## src/rtl/qetc_pkg.sv

```systemverilog
// constants shared by the encoder timer/clock/direction control block
// assumes a 16-bit register port with byte addresses
package qetc_pkg;
	localparam int unsigned ADDR_W = 8;
	localparam int unsigned DATA_W = 16;

	// register offsets
	localparam logic [7:0] OFS_CONTROL  = 8'h00;
	localparam logic [7:0] OFS_POSITION = 8'h04;

	// control register field positions
	localparam int unsigned BIT_DIR_SRC   = 0;
	localparam int unsigned BIT_TMR_SRC   = 1;
	localparam int unsigned BIT_IDX_RST   = 2;
	localparam int unsigned LSB_PRESCALE  = 3;
	localparam int unsigned BIT_GATE      = 5;
	localparam int unsigned BIT_DIR_OUTEN = 6;
	localparam int unsigned BIT_SWAP      = 7;
	localparam int unsigned LSB_MODE      = 8;
	localparam int unsigned BIT_DIR_CTRL  = 11;
	localparam int unsigned BIT_INDEX_PIN = 12;
	localparam int unsigned BIT_IDLE_STOP = 13;

	localparam logic [15:0] CONTROL_RESET = 16'h0000;
	localparam logic [15:0] CONTROL_WMASK = 16'h2fff;
	localparam logic [15:0] POSITION_RESET = 16'h0000;

	// interface mode field codes
	typedef enum logic [2:0] {
		QETC_MODE_OFF      = 3'b000,
		QETC_MODE_TIMER    = 3'b001,
		QETC_MODE_UNUSED2  = 3'b010,
		QETC_MODE_UNUSED3  = 3'b011,
		QETC_MODE_X2_INDEX = 3'b100,
		QETC_MODE_X2_MATCH = 3'b101,
		QETC_MODE_X4_INDEX = 3'b110,
		QETC_MODE_X4_MATCH = 3'b111
	} qetc_mode_e;

	// prescale codes and their terminal counts (divide minus one)
	localparam logic [1:0] PS_DIV1   = 2'b00;
	localparam logic [1:0] PS_DIV8   = 2'b01;
	localparam logic [1:0] PS_DIV64  = 2'b10;
	localparam logic [1:0] PS_DIV256 = 2'b11;
	localparam logic [7:0] LIM_DIV1   = 8'h00;
	localparam logic [7:0] LIM_DIV8   = 8'h07;
	localparam logic [7:0] LIM_DIV64  = 8'h3f;
	localparam logic [7:0] LIM_DIV256 = 8'hff;

	function automatic logic [7:0] ps_limit(input logic [1:0] sel);
		case (sel)
			PS_DIV8:   ps_limit = LIM_DIV8;
			PS_DIV64:  ps_limit = LIM_DIV64;
			PS_DIV256: ps_limit = LIM_DIV256;
			default:   ps_limit = LIM_DIV1;
		endcase
	endfunction
endpackage

```

## src/rtl/qetc_ctrl.sv

```systemverilog
// encoder interface control: timer prescale, clock and direction source, index reset
// assumes pins are already synchronous to clk and the quadrature decoder lives elsewhere
//
// Overview of operation
// the timer input clock is divided by 256, 64, 8 or 1 for prescale codes 11, 10, 01, 00.
// with index reset enabled an index pulse clears the position count, otherwise it does not.
// index reset enable only acts while the mode field is 100 or 110.
// with timer source select set the counter is clocked by rising edges of phase A.
// with timer source select clear the counter is clocked by the internal cycle clock.
// with direction source select set the counting direction is the phase B level.
// with direction source select clear the direction is the writable control bit 11.
// in quadrature modes gate, prescale, timer source and direction source are ignored; the code still drives count_direction from direction source.
// in timer use the count steps by one in the chosen direction at each prescaler terminal.
//
// The plain strobed port and the register offsets were decided locally.
`timescale 1ns/10ps
module qetc_ctrl (
	// clock and reset
	input  wire logic        clk,
	input  wire logic        rst_b,
	// register port
	input  wire logic [7:0]  reg_addr,
	input  wire logic [15:0] reg_wdata,
	input  wire logic        reg_wr,
	input  wire logic        reg_rd,
	output logic [15:0]      reg_rdata,
	// encoder pins
	input  wire logic        phase_a_input,
	input  wire logic        phase_b_input,
	input  wire logic        index_input,
	// status
	output logic [15:0]      position_count,
	output logic             count_direction
);
	logic [15:0] control_q;
	logic [15:0] position_q;
	logic [15:0] position_d;
	logic [15:0] rdata_q;
	logic        phase_a_q;
	logic        index_q;
	logic        a_rise;
	logic        index_rise;
	logic        timer_mode;
	logic        index_mode;
	logic        src_tick;
	logic        step;
	logic        dir_up;
	logic        wr_ctrl;
	logic        wr_pos;
	logic [2:0]  mode;

	assign mode       = control_q[qetc_pkg::LSB_MODE +: 3];
	assign timer_mode = (mode == qetc_pkg::QETC_MODE_TIMER);
	assign index_mode = (mode == qetc_pkg::QETC_MODE_X2_INDEX)
		|| (mode == qetc_pkg::QETC_MODE_X4_INDEX);
	assign wr_ctrl    = reg_wr && (reg_addr == qetc_pkg::OFS_CONTROL);
	assign wr_pos     = reg_wr && (reg_addr == qetc_pkg::OFS_POSITION);
	assign a_rise     = phase_a_input && !phase_a_q;
	assign index_rise = index_input && !index_q;

	// source tick only exists in timer use, so quadrature modes ignore these bits
	assign src_tick = timer_mode && (control_q[qetc_pkg::BIT_TMR_SRC] ? a_rise
		: 1'b1);

	// direction source; phase b level is used as it stands this cycle
	assign dir_up = control_q[qetc_pkg::BIT_DIR_SRC] ? phase_b_input
		: control_q[qetc_pkg::BIT_DIR_CTRL];

	qetc_prescaler u_prescaler (
		.clk   (clk),
		.rst_b (rst_b),
		.clear (!timer_mode),
		.sel   (control_q[qetc_pkg::LSB_PRESCALE +: 2]),
		.tick  (src_tick),
		.term  (step)
	);

	// control register; bit 11 is read-only while a quadrature mode is selected
	always_ff @(posedge clk or negedge rst_b) begin
		if (!rst_b) begin
			control_q <= qetc_pkg::CONTROL_RESET;
		end else if (wr_ctrl) begin
			control_q <= (reg_wdata & qetc_pkg::CONTROL_WMASK)
				| (mode[2] ? (control_q & ~qetc_pkg::CONTROL_WMASK) : 16'h0000);
			if (mode[2]) begin
				control_q[qetc_pkg::BIT_DIR_CTRL] <= control_q[qetc_pkg::BIT_DIR_CTRL];
			end
		end
	end

	// edge detectors on the pins
	always_ff @(posedge clk or negedge rst_b) begin
		if (!rst_b) begin
			phase_a_q <= 1'b0;
			index_q   <= 1'b0;
		end else begin
			phase_a_q <= phase_a_input;
			index_q   <= index_input;
		end
	end

	// index reset beats a software write and a timer step in the same cycle
	always_comb begin
		position_d = position_q;
		if (index_mode && control_q[qetc_pkg::BIT_IDX_RST] && index_rise) begin
			position_d = qetc_pkg::POSITION_RESET;
		end else if (wr_pos) begin
			position_d = reg_wdata;
		end else if (step) begin
			position_d = dir_up ? position_q + 16'h0001 : position_q - 16'h0001;
		end
	end

	always_ff @(posedge clk or negedge rst_b) begin
		if (!rst_b) begin
			position_q <= qetc_pkg::POSITION_RESET;
		end else begin
			position_q <= position_d;
		end
	end

	// read data valid in the cycle after the strobe only
	always_ff @(posedge clk or negedge rst_b) begin
		if (!rst_b) begin
			rdata_q <= 16'h0000;
		end else if (reg_rd && reg_addr == qetc_pkg::OFS_CONTROL) begin
			rdata_q <= control_q;
			rdata_q[qetc_pkg::BIT_INDEX_PIN] <= index_input;
		end else if (reg_rd && reg_addr == qetc_pkg::OFS_POSITION) begin
			rdata_q <= position_q;
		end else begin
			rdata_q <= 16'h0000;
		end
	end

	assign reg_rdata       = rdata_q;
	assign position_count  = position_q;
	assign count_direction = dir_up;

	logic idx_arm;
	assign idx_arm = control_q[qetc_pkg::BIT_IDX_RST] && index_rise && !reg_wr;

	// cycles since the last step; any control write restarts it, so a spacing
	// is only judged between two steps taken under one unchanged setting
	logic [8:0] gap_q;
	logic       gap_ok_q;

	always_ff @(posedge clk or negedge rst_b) begin
		if (!rst_b) begin
			gap_q    <= 9'h000;
			gap_ok_q <= 1'b0;
		end else if (wr_ctrl) begin
			gap_q    <= 9'h000;
			gap_ok_q <= 1'b0;
		end else if (step) begin
			gap_q    <= 9'h000;
			gap_ok_q <= 1'b1;
		end else if (gap_q != 9'h1ff) begin
			gap_q <= gap_q + 9'h001;
		end
	end
endmodule

```

## src/rtl/qetc_prescaler.sv

```systemverilog
// timer input prescaler: one terminal pulse per 1, 8, 64 or 256 source ticks
// assumes tick is a one-cycle enable in the clk domain
`timescale 1ns/10ps
module qetc_prescaler (
	// clock and reset
	input  wire logic       clk,
	input  wire logic       rst_b,
	// control
	input  wire logic       clear,
	input  wire logic [1:0] sel,
	input  wire logic       tick,
	// result
	output logic            term
);
	logic [7:0] count_q;

	// divide by 1 passes every tick straight through
	assign term = tick && (count_q >= qetc_pkg::ps_limit(sel));

	always_ff @(posedge clk or negedge rst_b) begin
		if (!rst_b) begin
			count_q <= 8'h00;
		end else if (clear || term) begin
			count_q <= 8'h00;
		end else if (tick) begin
			count_q <= count_q + 8'h01;
		end
	end
endmodule

```

## config.mk

```make
export PLATFORM = sky130hd
export DESIGN_NAME = qetc_ctrl
export DESIGN_NICKNAME = d
export VERILOG_FILES = /design/src/rtl/qetc_pkg.sv /design/src/rtl/qetc_ctrl.sv /design/src/rtl/qetc_prescaler.sv
export SDC_FILE = /design/constraint.sdc
export NUM_CORES = 1
export LEC_CHECK = 0
export BUFFER_PORTS_ARGS = -buffer_cell sky130_fd_sc_hd__buf_2
export CORE_ASPECT_RATIO = 0.5
export CORE_MARGIN = 5
export CORE_UTILIZATION = 45
export CTS_CLUSTER_DIAMETER = 60
export DETAILED_ROUTE_END_ITERATION = 7
export GPL_ROUTABILITY_DRIVEN = 0
export PLACE_DENSITY_LB_ADDON = 0.12
export SYNTH_ARGS = -nofsm -noshare
export SYNTH_HDL_FRONTEND = slang
export SYNTH_HIERARCHICAL = 1
export SYNTH_SLANG_ARGS = --single-unit
```

## constraint.sdc

```tcl
create_clock -name clk -period 3.25 [get_ports clk]
set_clock_uncertainty 0.15 [all_clocks]
set_input_delay 0.325 -clock clk [delete_from_list [all_inputs] [get_ports clk]]
set_output_delay 0.325 -clock clk [all_outputs]
set_load 0.02 [all_outputs]
```

==> metrics.md <==
| Metric | Value |
|---|---|
| Crit path depth | 9 |
| Detailed placement HPWL | 6950 um |
| Post-route ant nets | 0 |
| Critical path required time | 3.30 ns |
| Initial antenna violation count | 0 |
| Critical Path Start | control_q[0]$_DFFE_PN0P_ |
| CORE AREA | 7350 um^2 |
| Syn Inst Count | 334 |
| Final Hold Viols | 0 |
| Clk_lat worst skew | 0.29 ns |
| Critical path's top delay family | compound AO/OA/AOI/OAI gates |
| Hold path cells | 1 |
| Cell Area, Synth | 3410 um^2 |
| Share of cells above drive strength 1 | 26.2% |
| Buf+Inv Stages, Crit Path | 0 |
| Total Wirelength | 9080 um |
| Setup CP Type | reg -> reg |
| Slew margin rel. | 46.8% |
| # nets final | 459 |
| Max cap viols | 0 |
| Status | finished clean |
| CTS Buffer Depth | 2 |
| Fin crit share | 93.5% |
| Arrival time at the worst endpoint | 3.08 ns |
| Final min period | 3.04 ns |
| Slowest cell on crit path | o41ai_2 |
| R2r worst-path depth | 9 |
| CP max FO | 6 |
| Seq cells post-synth | 55 |
| Metal2 WL | 4070 um |
| Hold Buf Count CTS | 1 |
| Max-slew violation count | 0 |
| Reg-to-Reg End | position_count[12]$_DFFE_PN0P_ |
| Hold WS | 0.0191 ns |
| FFs w/ async S/R, synth | 100% |
| Worst Setup EP | position_count[12]$_DFFE_PN0P_ |
| H-tree levels | 2 |
| Hold WC Path Type | in -> reg |
| Reg2reg setup slack | 0.21 ns |
| Final setup violation count | 0 |
| First-pass GRT wire length | 14,900 um |
| CTS resizes | 0 |
| Seq/Total Area, Yosys | 40.4% |
| Pin count of the biggest net entering global routing | 36 |
| Vias post-DR | 2,872 |
| YS warnings | 6 |
| Startpoint types | register |
| Die Width | 133 um |
| RSZ-0062 raised after global routing | false |
| DRC errors left | 0 |
| Clk sink count | 55 |
| Met1 WL | 4320 um |
| Post-CTS Setup Bufs | 0 |
| Vias per cell | 5.74 |
| Clock root buffer | clkbuf_16 |
| Avg Synthesized Cell Area | 10.2 um^2 |
| Sequence of cells on the critical path | mux2i_2 > ha_1 > nor2b_1 > o21ai_1 > a21oi_1 > o41ai_2 > a31oi_1 > xnor2_1 > a311oi_1 |
| Area grow syn2layout | 18.3% |
| Post-synth EDFFs | 0 |
| Antenna cell count | 0 |
| Critical path's largest stage delay | 0.55 ns |
| Top Ports | 64 |
| Vias in the first global route | 2,789 |
| Grt ovf | 0 |
| Total GRT Usage | 19.4% |
| DR iter-0 viols | 164 |
| Synth area leaders | dfrtp_1 40%, ha_1 8.8%, mux2i_1 6.2%, mux2_2 4.6%, nor2_1 3.5% |
| WL/cell | 18.2 um |
| Row count | 22 |
| Fin Setup TNS | 0 ns |
| Number of port buffers | 63 |
| Clock Pin Slew Worst Setup and Hold Paths | 0.07 ns |
| Crit. End Element | register |
| Most common flop cell mapped by yosys | dfrtp_1 |
| Worst Tran Pin Value | 0.798 ns |
| Die area | 9530 um^2 |
| Reg2Reg Launch Point | control_q[0]$_DFFE_PN0P_ |
| Top Layer Used | met4 |
| Initial core utilization | 46.4% |
| Peak Freq | 0.329 GHz |
| CTS tree | done |
| Yosys top cell by area | dfrtp_1 |
| Peak supply drop | 0.487 mV |
| Pwr dens | 748 nW/um^2 |
| Post-synth net total | 390 |
| Die height | 71.6 um |
| Lkg Pwr | 0.00193 uW |
| Num CTS Buffers | 5 |
| Synth top area share | 40.4% |
| Synth unique cells | 55 |
| Pre-antenna DRT Iters | 4 |
| Met3 wire len | 598 um |
-- synthesized netlist by cell type (all sizes together) (4+ instances only) --
library cell / instances
a211oi: 12
a21o: 7
a21oi: 20
and3: 8
buf: 7
clkbuf: 5
dfrtp: 55
ha: 24
inv: 8
mux2: 14
mux2i: 21
nand2: 17
nand2b: 8
nand3: 8
nor2: 32
nor3: 4
o2111ai: 4
o21a: 4
o21ai: 19
xnor2: 11
xor2: 4
-- state kept, by name, summed over array words and instances, names as in the netlist --
register / count
u_prescaler/count_q: 8
phase_a_q: 1
control_q: 13
position_count: 16
reg_rdata: 16
index_q: 1
-- how the worst min path moves through the flow --
stage	from	endpoint	slack, ns
2_1_floorplan	rst_b	control_q[0]$_DFFE_PN0P_	-0.12
3_3_place_gp	rst_b	control_q[7]$_DFFE_PN0P_	0.28
3_5_place_dp	phase_a_input	phase_a_q$_DFF_PN0_	0.30
4_1_cts	phase_a_input	phase_a_q$_DFF_PN0_	0.001
5_1_grt	index_input	index_q$_DFF_PN0_	0.01
6_report	index_input	index_q$_DFF_PN0_	0.02
-- stage by stage --
step           setup slack [ns]  util, %  cell area [um^2]  cells  total power, uW
6_report                  0.212     54.9              4040    500             3020
2_1_floorplan            0.0369        -              3410    334             2010
3_3_place_gp              0.374     52.5              3860    490             2420
5_1_grt                 0.00452     54.9              4040    500             3230
3_5_place_dp              0.284     52.5              3860    490             2440
4_1_cts                   0.259     54.8              4030    499             3010
-- cells by family after synthesis --
logic type | count (synthesis) | share of synthesized area (%)
adder cells (fa/ha/maj) | 25 | 9.39
AND/OR/NAND/NOR | 98 | 15.3
multiplexers | 35 | 10.8
flip-flops | 55 | 40.4
XOR/XNOR | 15 | 3.85
AO/OA/AOI/OAI | 85 | 17.6
buffers and inverters | 21 | 2.71
-- layout by cell type (no fill, tap or decap), drive strengths merged, types with 4 or more instances in the layout --
cell type	synthesis	routed
o21a	4	4
dfrtp	55	55
o2111ai	4	4
nand2b	8	8
buf	7	72
xor2	4	4
inv	8	8
ha	24	24
a21o	7	7
clkbuf	5	8
nor3	4	4
mux2	14	14
and3	8	8
nand3	8	8
mux2i	21	21
nand2	17	17
o21ai	19	19
xnor2	11	11
a21oi	20	20
nor2	32	32
a211oi	12	12
-- report_power, final --
group,total [uW],switching (uW),internal [uW]
clock,565,236,329
combinational,1490,845,645
sequential,963,174,789
-- metal layers --
layer	vias to the layer above	global-route usage, %
met1	1403	27.8
met2	88	30.2
met4	0	5.02
met5	-	0
li1	1371	-
met3	10	4.28
-- final cells by class --
type / count / area, um^2
clock buffer: 8 / 156
multi-input combinational: 258 / 1950
inverter: 9 / 33.8
timing repair buffer: 74 / 403
sequential: 55 / 1380
fill: 640 / 3310
tap: 96 / 120
Note: power is estimated with default switching activity, not from simulation.
